[config.mk]
export PLATFORM = sky130hd
export DESIGN_NAME = epm_port
export DESIGN_NICKNAME = d
export VERILOG_FILES = /design/src/core/epm_pkg.sv /design/src/core/epm_port.sv
export VERILOG_INCLUDE_DIRS = /design/src /design/src/core
export SDC_FILE = /design/constraint.sdc
export NUM_CORES = 1
export LEC_CHECK = 0
export BUFFER_PORTS_ARGS = -buffer_cell sky130_fd_sc_hd__buf_2
export CAP_MARGIN = 15
export CORE_ASPECT_RATIO = 0.9
export CORE_MARGIN = 1.5
export CORE_UTILIZATION = 48
export DETAILED_ROUTE_END_ITERATION = 10
export GPL_TIMING_DRIVEN = 0
export PLACE_DENSITY = 0.9
export SYNTH_ARGS = -nofsm -noshare
export SYNTH_HDL_FRONTEND = slang
export SYNTH_SLANG_ARGS = --single-unit
export TNS_END_PERCENT = 100
[constraint.sdc]
create_clock -name core_clk -period 2.2 [get_ports core_clk]
set_input_delay 0.44 -clock core_clk [delete_from_list [all_inputs] [get_ports core_clk]]
set_output_delay 0.44 -clock core_clk [all_outputs]
set_load 0.02 [all_outputs]
[src/core/epm_defines.svh]
// register offsets, reset values and field positions of the eight-bit port
// Functional notes
// eight pins, each individually input or output
// direction bit 1 drives, 0 listens
// output latch holds value driven on outputs
// read: latch where driving, pin level otherwise
// pin 7 carries serial transmit when enabled; code also needs smart_card_select low
// pin 7 feeds conversion trigger when selected
// pin 7 feeds interrupt 15 when selected
// software clears pin 7 direction for interrupt
// reset clears direction and latch, all inputs
`ifndef EPM_DEFINES_SVH
`define EPM_DEFINES_SVH
`define EPM_OFS_DIR 4'h0
`define EPM_OFS_LATCH 4'h4
`define EPM_RST_DIR 8'h00
`define EPM_RST_LATCH 8'h00
`define EPM_PIN_SEVEN 7
`define EPM_IDLE_LEVEL 1'b1
`endif

[src/core/epm_pkg.sv]
// types of the eight-bit port with pin mux
package epm_pkg;
    typedef struct packed {
        logic [7:0] dir;
        logic [7:0] latch;
        logic [7:0] pin_out;
        logic [7:0] pin_oe_n;
        logic irq15;
        logic trig;
        logic [31:0] rdata;
        logic waitreq;
    } epm_state_type;
endpackage

[src/core/epm_port.sv]
// eight-bit gpio port, avalon slave, pin 7 function mux
//
// Design decisions made here: the Avalon-MM slave port and the register offsets.
`timescale 1ns/10ps
`include "epm_defines.svh"
module epm_port
(
    input wire logic core_clk,
    input wire logic rst,
    input wire logic ce,
    input wire logic [3:0] address,
    input wire logic [3:0] byteenable,
    input wire logic read,
    input wire logic write,
    input wire logic [31:0] writedata,
    output logic [31:0] readdata,
    output logic waitrequest,
    input wire logic [7:0] pin_in,
    output logic [7:0] pin_out,
    output logic [7:0] pin_oe_n,
    input wire logic serial_transmit_enable,
    input wire logic smart_card_select,
    input wire logic serial_transmit_out,
    input wire logic trigger_select_hi,
    input wire logic trigger_select_lo,
    input wire logic external_trigger_select,
    input wire logic irq15_source_select,
    output logic conversion_trigger_input,
    output logic ext_interrupt_15_input
);

////////////////////////////////////////////////////////////////////////////////

function automatic logic [7:0] port_view(input logic [7:0] latch, input logic [7:0] dir, input logic [7:0] pins);
    port_view = (latch & dir) | (pins & ~dir);
endfunction

epm_pkg::epm_state_type s_r;
epm_pkg::epm_state_type s_nxt;
logic tx_sel;
logic trg_sel;

assign tx_sel = serial_transmit_enable & ~smart_card_select;
assign trg_sel = trigger_select_hi & external_trigger_select & ~trigger_select_lo;

////////////////////////////////////////////////////////////////////////////////

always_comb
begin
    s_nxt = s_r;
    // one wait cycle per access; read data captured then
    if ((read || write) && s_r.waitreq)
    begin
        s_nxt.waitreq = 1'b0;
        s_nxt.rdata = 32'h00000000;
        if (read && address == `EPM_OFS_LATCH)
        begin
            s_nxt.rdata[7:0] = port_view(s_r.latch, s_r.dir, pin_in);
        end
    end
    else if ((read || write) && !s_r.waitreq)
    begin
        s_nxt.waitreq = 1'b1;
        if (write && byteenable[0])
        begin
            unique case (address)
                `EPM_OFS_DIR: s_nxt.dir = writedata[7:0];
                `EPM_OFS_LATCH: s_nxt.latch = writedata[7:0];
                default: s_nxt.dir = s_r.dir;
            endcase
        end
    end
    s_nxt.pin_out = s_nxt.latch;
    s_nxt.pin_oe_n = ~s_nxt.dir;
    // serial transmit overrides the direction bit
    if (tx_sel)
    begin
        s_nxt.pin_out[`EPM_PIN_SEVEN] = serial_transmit_out;
        s_nxt.pin_oe_n[`EPM_PIN_SEVEN] = 1'b0;
    end
    // idle high: both inputs are active low
    s_nxt.trig = trg_sel ? pin_in[`EPM_PIN_SEVEN] : `EPM_IDLE_LEVEL;
    s_nxt.irq15 = irq15_source_select ? pin_in[`EPM_PIN_SEVEN] : `EPM_IDLE_LEVEL;
end

always_ff @(posedge core_clk or posedge rst)
begin
    if (rst)
    begin
        s_r <= '{dir: `EPM_RST_DIR, latch: `EPM_RST_LATCH, pin_out: `EPM_RST_LATCH,
                 pin_oe_n: ~`EPM_RST_DIR, irq15: `EPM_IDLE_LEVEL, trig: `EPM_IDLE_LEVEL,
                 rdata: 32'h00000000, waitreq: 1'b1};
    end
    else if (ce)
    begin
        s_r <= s_nxt;
    end
end

assign readdata = s_r.rdata;
assign waitrequest = s_r.waitreq;
assign pin_out = s_r.pin_out;
assign pin_oe_n = s_r.pin_oe_n;
assign conversion_trigger_input = s_r.trig;
assign ext_interrupt_15_input = s_r.irq15;
endmodule

* After elaboration in Yosys (flattened, before gate mapping)
Index checks and enable logic that the tools add are counted.
** Cells by class
- Multiply operators :: 0
- Divide/modulo/power cells :: 0
- Reduce and logical (&&, ||, !) cells :: 10
- $add $sub $neg :: 0
- Bitwise gates (word level) :: 10
- Magnitude comparators :: 0
- Multiplexer cells :: 12
- Equality and inequality tests :: 1
- Shifts and indexed selects :: 0
** Operators by type and width (count)
- $mux W16 :: 3
- $mux W8 :: 3
- $and A8 B8 Y8 :: 2
- $not A8 Y8 :: 2
- $or A8 B8 Y8 :: 1
- $mux W1 :: 6
- $eq A4 B3 Y1 const B :: 1
- $logic_and A1 B1 Y1 :: 4
- $logic_not A4 Y1 :: 1
- $reduce_and A2 Y1 :: 2
- $and A1 B1 Y1 :: 3
- $not A1 Y1 :: 2
- $reduce_bool A2 Y1 :: 1
- $logic_not A1 Y1 :: 1
- $logic_or A1 B1 Y1 :: 1
** Word-level totals
- Flip-flop bits (word level) :: 43
- ROM bits :: 0
- Bits in latches :: 0
- Memories :: 0
- Memory bits (writable) :: 0

* Depth between registers and ports, before layout
Gate-level depths: netlist (run 1).
- Depth in word-level cells :: 7
- Mapped depth :: 5
- Gate-level depth less buffers :: 3

* Worst setup path after synthesis (run 1)
No wires, ideal clock.
- Kind :: register -> register
- Start point :: register s_r (netlist bit waitrequest)
- End point :: register with a tool-made name
- Required time :: 2.075 ns
- Cell stages (with the launch flop) :: 5
- Data arrival time :: 1.490 ns
- Path slack :: 0.585 ns
- Clock period less this slack :: 1.615 ns
- Cells stage by stage :: dfstp_2 > and4bb_2 > buf_4 > nand3_2 > mux2_2
** RTL lines
- start: declaration :: line epm_port.sv:38 : epm_pkg::epm_state_type s_r;
- start signal: assignment :: line epm_port.sv:90 : s_r <= '{dir: `EPM_RST_DIR, latch: `EPM_RST_LATCH, pin_out: `EPM_RST_LATCH,
- start signal: assignment :: line epm_port.sv:96 : s_r <= s_nxt;

* Worst setup path after layout (run 1)
- Start point :: register s_r (netlist bit waitrequest)
- End point :: register s_r (netlist bit readdata[4])
** Between the ends
- Word-level cells in the longest chain between the ends :: 2
** RTL lines
- $logic_and A1 B1 Y1 :: line epm_port.sv:52 : if ((read || write) && s_r.waitreq)
- $reduce_and A2 Y1 (no line)
No other way between the ends.
A chain may end at the register's enable or synchronous reset.

==> reports/metrics.json, run 1 <==
{
  "status": {"value": "finished clean"},
  "final.setup_skew": {"value": 0.00196, "unit": "ns"},
  "viasPerCell": {"value": 4.73},
  "clock_latency_reported_for_the_late_side_of_the_worst_skew_pair": {"value": 0.28, "unit": "ns"},
  "timing.critical_path.required": {"value": 2.41, "unit": "ns"},
  "timing.final.hold_violations": {"value": 0},
  "cts_max_path_buffers": {"value": 2},
  "via_total_after_detailed_routing": {"value": 1548},
  "setup_viol_count_final": {"value": 0},
  "core_rows": {"value": 22},
  "layout_common_cells": {"value": "sky130_fd_sc_hd__buf_2, sky130_fd_sc_hd__buf_4, sky130_fd_sc_hd__dfrtp_1"},
  "yosys_register_bits": {"value": 36},
  "synth_cell_type_count": {"value": 36},
  "antenna_found_initial": {"value": 0},
  "die_w": {"value": 72.1, "unit": "µm"},
  "crit_chain": {"value": "o211ai_1 -> or3_1 -> buf_6 -> o21ai_2"},
  "n_antenna_cell": {"value": 0},
  "numPortBuffers": {"value": 58},
  "crit_type": {"value": "flop to flop"},
  "placed_area": {"value": 2520, "unit": "µm²"},
  "timing_worst_slew_pin_value": {"value": 0.815, "unit": "ns"},
  "report.final.slew_viol_count": {"value": 0},
  "finalCritPeriodShare": {"value": 0.810},
  "postSynthCellCount": {"value": 189},
  "post_synth_instance_area": {"value": 2060, "unit": "µm²"},
  "fmax": {"value": 561, "unit": "MHz"},
  "postRouteAntennaNets": {"value": 0},
  "most_common_cell_after_layout_fill_and_taps_aside": {"value": "sky130_fd_sc_hd__buf_2"},
  "post_cts_setup_buffers": {"value": 0},
  "initial_core_util": {"value": 0.502},
  "cts_hold_repair.buffers": {"value": 0},
  "postLayoutSetupSlackWorst": {"value": 0.418, "unit": "ns"},
  "critPathTopFamily": {"value": "flip-flops"},
  "synth.yosys.seq_area_share": {"value": 0.444},
  "totalPowerFinal": {"value": 1.83, "unit": "mW"},
  "fraction_of_layout_instances_using_a_drive_strength_above_1": {"value": 0.584},
  "cellPowerDensity": {"value": 701, "unit": "nW/µm²"},
  "leakagePower": {"value": 1.38, "unit": "nW"},
  "min-delay-path-class": {"value": "primary input to async pin"},
  "layout_min_cycle_time": {"value": 1.78, "unit": "ns"},
  "first_global_vias": {"value": 1388},
  "worstPathArrival": {"value": 1.99, "unit": "ns"},
  "design.core.area": {"value": 4100, "unit": "µm²"},
  "nNetsFinal": {"value": 338},
  "initialDrtViolationCount": {"value": 62},
  "detail_route.drc_violations": {"value": 0},
  "synthesis.area_per_instance": {"value": 10.9, "unit": "µm²"},
  "grt_overflow_total": {"value": 0},
  "timing.setup.tns": {"value": 0, "unit": "ns"},
  "detail_route.first_pass.iterations": {"value": 4},
  "maximum_fanout_count_along_the_critical_path": {"value": 9},
  "ctsResizeCount": {"value": 0},
  "cts.sink_count": {"value": 36},
  "tritoncts": {"value": "done"},
  "maxCapViolCount": {"value": 0},
  "dp.final_hpwl": {"value": 3130, "unit": "µm"},
  "crit_slowest_cell": {"value": "sky130_fd_sc_hd__dfstp_2"},
  "gp_congestion": {"value": 0.823},
  "placement.setup.worst_slack": {"value": 0.279, "unit": "ns"},
  "timing.slew.headroom": {"value": 0.454},
  "cp_slowest_stage_delay": {"value": 0.59, "unit": "ns"},
  "vdd_ir_drop_max": {"value": 0.000483, "unit": "V"},
  "cts_inserted_buffers": {"value": 5},
  "ctsHtreeMaxLevel": {"value": 2},
  "synthToLayoutAreaGrowth": {"value": 26.9, "unit": "%"},
  "ys_warn_count": {"value": 0},
  "io_pins": {"value": 111},
  "root_buffer": {"value": "sky130_fd_sc_hd__clkbuf_8"},
  "wl": {"value": 4160, "unit": "µm"},
  "cp-end-kind": {"value": "flop"},
  "post_layout_inst_area": {"value": 2620, "unit": "µm²"},
  "path_buf_inv": {"value": 1},
  "rsz_0062_raised_after_global_routing": {"value": "no"},
  "grt_util_all_layers": {"value": 0.185},
  "clkSlewWorstSetupHoldPaths": {"value": 0.07, "unit": "ns"},
  "routedWlPerCell": {"value": 12.7, "unit": "µm"},
  "die-height": {"value": 65.2, "unit": "µm"},
  "crit_path_start_kind": {"value": "flop"},
  "largest_net_degree_at_the_start_of_global_routing": {"value": 24},
  "die-area": {"value": 4700, "unit": "µm²"},
  "grt_pass1_wl": {"value": 6530, "unit": "µm"}
}
[where the power goes]
part,total [mW],leakage [nW],switching (mW),internal [mW]
combinational,0.518,0.879,0.260,0.258
sequential,0.842,0.457,0.0732,0.769
clock,0.474,0.0455,0.219,0.255
[synthesized netlist by cell type]
master | number | area [µm²]
sky130_fd_sc_hd__buf_4 | 49 | 368
sky130_fd_sc_hd__dfrtp_1 | 25 | 626
sky130_fd_sc_hd__mux2_2 | 16 | 180
sky130_fd_sc_hd__dfstp_2 | 11 | 289
sky130_fd_sc_hd__nand2_1 | 9 | 33.8
sky130_fd_sc_hd__mux2i_1 | 8 | 80.1
sky130_fd_sc_hd__o21ai_0 | 8 | 40.0
sky130_fd_sc_hd__o21ai_2 | 8 | 70.1
sky130_fd_sc_hd__nand3_1 | 7 | 35.0
sky130_fd_sc_hd__a31o_2 | 5 | 43.8
sky130_fd_sc_hd__inv_1 | 5 | 18.8
sky130_fd_sc_hd__nor2b_1 | 5 | 31.3
sky130_fd_sc_hd__buf_2 | 3 | 15.0
sky130_fd_sc_hd__nor2_1 | 3 | 11.3
sky130_fd_sc_hd__a211o_1 | 2 | 17.5
sky130_fd_sc_hd__a31oi_1 | 2 | 12.5
sky130_fd_sc_hd__nand2b_1 | 2 | 12.5
sky130_fd_sc_hd__nand3_2 | 2 | 20.0
sky130_fd_sc_hd__o221ai_1 | 2 | 17.5
sky130_fd_sc_hd__a21bo_2 | 1 | 10.0
sky130_fd_sc_hd__a32o_1 | 1 | 10.0
sky130_fd_sc_hd__a41oi_1 | 1 | 8.76
sky130_fd_sc_hd__and2_1 | 1 | 6.26
sky130_fd_sc_hd__and4b_1 | 1 | 10.0
sky130_fd_sc_hd__and4bb_2 | 1 | 12.5
sky130_fd_sc_hd__buf_1 | 1 | 3.75
sky130_fd_sc_hd__buf_6 | 1 | 11.3
sky130_fd_sc_hd__conb_1 | 1 | 3.75
sky130_fd_sc_hd__nand4_1 | 1 | 6.26
sky130_fd_sc_hd__nand4bb_1 | 1 | 11.3
sky130_fd_sc_hd__nor3_1 | 1 | 5.00
sky130_fd_sc_hd__o211ai_1 | 1 | 7.51
sky130_fd_sc_hd__o22ai_1 | 1 | 6.26
sky130_fd_sc_hd__or3_1 | 1 | 6.26
sky130_fd_sc_hd__or3_4 | 1 | 11.3
sky130_fd_sc_hd__xnor2_1 | 1 | 8.76
[per-stage QoR]
stage | cells | util | hold slack (ns)
floorplan | 212 | - | 0.453
global placement | 318 | 0.609 | 0.462
detailed placement | 319 | 0.616 | 0.467
CTS | 327 | 0.638 | 0.236
global route | 327 | 0.638 | 0.264
finish | 327 | 0.638 | 0.219
[path summary, 6_finish.rpt]
kind	depth (start not counted)	endpoint	slack [ns]	startpoint
min in group core_clk	2	ext_interrupt_15_input	0.31	irq15_source_select
min reg2reg	2	readdata[1]	0.48	readdata[1]
max reg2reg	4	readdata[4]	0.42	waitrequest
max in group asynchronous	3	pin_oe_n[6]	1.38	rst
max	4	readdata[4]	0.42	waitrequest
min	2	readdata[1]	0.22	rst
[cells by family after synthesis]
family	synth area share
and+or+nand+nor	0.103
DFF	0.444
xor gates and xnor gates	0.00425
muxes	0.126
other	0.00182
buffers and inverters	0.202
AOI/OAI and AO/OA	0.118
[layer usage]
metal	track usage	vias up	wire, µm	share of wire
met2	0.302	57	2000	0.48
met1	0.235	721	1810	0.44
li1	-	762	-	-
met5	0	-	0	0
met3	0.0521	8	267	0.064
met4	0.0684	0	73	0.018
[final cells by class]
type	count	area, µm²
tap	48	60.1
clock buffer	8	90.1
multi-input combinational	117	816
fill	349	1490
buffer	54	398
inverter	5	18.8
sequential	36	915
timing repair buffer	59	318
(Power assumes the default switching activity.)
==> inputs of run 2 (changes only) <==
--- a/config.mk
+++ b/config.mk
@@ -10,10 +10,10 @@
 export CAP_MARGIN = 15
 export CORE_ASPECT_RATIO = 0.9
 export CORE_MARGIN = 1.5
-export CORE_UTILIZATION = 48
+export CORE_UTILIZATION = 45
 export DETAILED_ROUTE_END_ITERATION = 10
 export GPL_TIMING_DRIVEN = 0
-export PLACE_DENSITY = 0.9
+export PLACE_DENSITY = 0.85
 export SYNTH_ARGS = -nofsm -noshare
 export SYNTH_HDL_FRONTEND = slang
 export SYNTH_SLANG_ARGS = --single-unit
==> constraint.sdc (replaced) <==
create_clock -name core_clk -period 1.7 [get_ports core_clk]
set_input_delay 0.34 -clock core_clk [delete_from_list [all_inputs] [get_ports core_clk]]
set_output_delay 0.34 -clock core_clk [all_outputs]
set_load 0.02 [all_outputs]
==> reports/metrics.json, run 2 (synthesis results as in run 1) <==
{
  "cts_hold_repair.buffers": {"value": 0},
  "timing.final.hold_violations": {"value": 0},
  "grt_util_all_layers": {"value": 0.187},
  "worst_r2r_startpoint": {"value": "waitrequest"},
  "cp-end-kind": {"value": "flop"},
  "initial_core_util": {"value": 0.465},
  "clkSlewWorstSetupHoldPaths": {"value": 0.07, "unit": "ns"},
  "min-delay-path-class": {"value": "primary input to async pin"},
  "vdd_ir_drop_max": {"value": 0.000589, "unit": "V"},
  "crit_path_start_kind": {"value": "flop"},
  "tritoncts": {"value": "done"},
  "final.setup_skew": {"value": 0.00349, "unit": "ns"},
  "ff_latch_area": {"value": 915, "unit": "µm²"},
  "crit_type": {"value": "flop to flop"},
  "cts.sink_count": {"value": 36},
  "wl": {"value": 4380, "unit": "µm"},
  "maximum_fanout_count_along_the_critical_path": {"value": 10},
  "path_buf_inv": {"value": 1},
  "gp_congestion": {"value": 0.777},
  "setup_viol_count_final": {"value": 0},
  "finalCritPeriodShare": {"value": 0.954},
  "layout_common_cells": {"value": "sky130_fd_sc_hd__buf_2, sky130_fd_sc_hd__buf_4, sky130_fd_sc_hd__dfrtp_1"},
  "timing.setup.tns": {"value": 0, "unit": "ns"},
  "io_pins": {"value": 111},
  "die-height": {"value": 67.2, "unit": "µm"},
  "ctsHtreeMaxLevel": {"value": 2},
  "via_total_after_detailed_routing": {"value": 1561},
  "dp.final_hpwl": {"value": 3280, "unit": "µm"},
  "report.final.slew_viol_count": {"value": 0},
  "cts_inserted_buffers": {"value": 5},
  "timing.reg2reg.worst_path_depth": {"value": 4},
  "maxCapViolCount": {"value": 0},
  "layout_min_cycle_time": {"value": 1.62, "unit": "ns"},
  "totalPowerFinal": {"value": 2.36, "unit": "mW"},
  "design.core.area": {"value": 4430, "unit": "µm²"},
  "timing_worst_slew_pin_value": {"value": 0.631, "unit": "ns"},
  "viasPerCell": {"value": 4.55},
  "clock_latency_reported_for_the_late_side_of_the_worst_skew_pair": {"value": 0.28, "unit": "ns"},
  "fraction_of_layout_instances_using_a_drive_strength_above_1": {"value": 0.587},
  "status": {"value": "finished clean"},
  "r2r_end": {"value": "s_r[66]"},
  "detail_route.drc_violations": {"value": 0},
  "timing.slew.headroom": {"value": 0.579},
  "numPortBuffers": {"value": 58},
  "nNetsFinal": {"value": 340},
  "critPathTopFamily": {"value": "flip-flops"},
  "die_w": {"value": 74.3, "unit": "µm"},
  "detail_route.first_pass.iterations": {"value": 4},
  "cellPowerDensity": {"value": 890, "unit": "nW/µm²"},
  "first_global_vias": {"value": 1437},
  "fmax": {"value": 617, "unit": "MHz"},
  "postRouteAntennaNets": {"value": 0},
  "grt_overflow_total": {"value": 0},
  "reg2reg_setup_slack": {"value": 0.08, "unit": "ns"},
  "grt_pass1_wl": {"value": 6880, "unit": "µm"},
  "num-fill-cells": {"value": 414},
  "synthToLayoutAreaGrowth": {"value": 28.6, "unit": "%"},
  "timing.critical_path.required": {"value": 1.86, "unit": "ns"},
  "cts_max_path_buffers": {"value": 2},
  "root_buffer": {"value": "sky130_fd_sc_hd__clkbuf_8"},
  "routedWlPerCell": {"value": 12.8, "unit": "µm"},
  "antenna_found_initial": {"value": 0},
  "rsz_0062_raised_after_global_routing": {"value": "no"},
  "multi_input_comb_area": {"value": 828, "unit": "µm²"},
  "die-area": {"value": 4990, "unit": "µm²"},
  "largest_net_degree_at_the_start_of_global_routing": {"value": 24},
  "crit_chain": {"value": "and4bb_2 -> buf_4 -> nand3_4 -> mux2_2"},
  "initialDrtViolationCount": {"value": 52},
  "core_rows": {"value": 23},
  "worstPathArrival": {"value": 1.79, "unit": "ns"},
  "n_antenna_cell": {"value": 0},
  "leakagePower": {"value": 1.39, "unit": "nW"},
  "crit_slowest_cell": {"value": "sky130_fd_sc_hd__dfstp_2"},
  "cp_slowest_stage_delay": {"value": 0.57, "unit": "ns"},
  "hold_slack": {"value": 0.132, "unit": "ns"},
  "most_common_cell_after_layout_fill_and_taps_aside": {"value": "sky130_fd_sc_hd__buf_2"}
}
## run 2: changes by cell type in the layout (fill, tap and decap cells not counted)
cell,before,now
sky130_fd_sc_hd__clkbuf_8,6,5
sky130_fd_sc_hd__nor3_1,1,0
sky130_fd_sc_hd__nand3_4,0,1
sky130_fd_sc_hd__nand3_2,2,1
sky130_fd_sc_hd__buf_4,49,51
sky130_fd_sc_hd__clkbuf_1,2,3
sky130_fd_sc_hd__nor3_2,0,1
## run 2: what timing repair did
| action | in CTS | in global routing |
|---|---|---|
| pin swaps | 1 | 0 |
| resized for setup | 1 | 1 |
| gates cloned | 0 | 0 |
| endpoints found under the setup margin | 16 | 11 |
| hold endpoints to repair | 0 | 0 |
| buffers inserted | 1 | 1 |
## run 2: metal layers
| metal | GRT usage | vias up | share of wire |
|---|---|---|---|
| met3 | 0.0343 | 5 | 0.057 |
| met1 | 0.238 | 729 | 0.44 |
| met2 | 0.317 | 59 | 0.49 |
| met5 | 0 | - | 0 |
| met4 | 0.0682 | 0 | 0.013 |
| li1 | - | 768 | - |
## run 2: final cells by class
cell class	instances	area share
well taps	62	0.0293
inverters	5	0.00708
repair buffers	61	0.126
clock buffers	8	0.0302
multi-input cells	117	0.313
plain buffers	54	0.150
flip-flops and latches	36	0.345
## run 2: worst reg2reg max path: stages, from the launching register on
cell and delay, ns:
sky130_fd_sc_hd__dfstp_2 0.57, sky130_fd_sc_hd__and4bb_2 0.24, sky130_fd_sc_hd__buf_4 0.18, sky130_fd_sc_hd__nand3_4 0.16, sky130_fd_sc_hd__mux2_2 0.36
## run 2: worst max-delay path by stage
stage,end,slack (ns),start,cells after the start
2_1_floorplan,flop,0.09,waitrequest,4
3_3_place_gp,readdata[4],-0.10,write,5
4_1_cts,flop,0.04,waitrequest,4
5_1_grt,flop,0.02,waitrequest,4
3_5_place_dp,s_r[57],-0.14,address[3],4
6_report,s_r[66],0.08,waitrequest,4
## run 2: report_power, final
group / internal, mW / leakage, nW / switching (mW)
combinational: 0.355 / 0.889 / 0.351
clock: 0.291 / 0.0395 / 0.275
sequential: 0.995 / 0.457 / 0.0911
total: 1.64 / 1.39 / 0.717
## run 2: stage by stage
stage          instances  setup slack, ns  instance area, µm²  utilization
6_report             343           0.0785                2650        0.598
5_1_grt              343           0.0181                2650        0.598
4_1_cts              342           0.0423                2640        0.595
3_5_place_dp         333           -0.135                2540        0.574
3_3_place_gp         332           -0.103                2510        0.567
2_1_floorplan        212           0.0853                2150            -
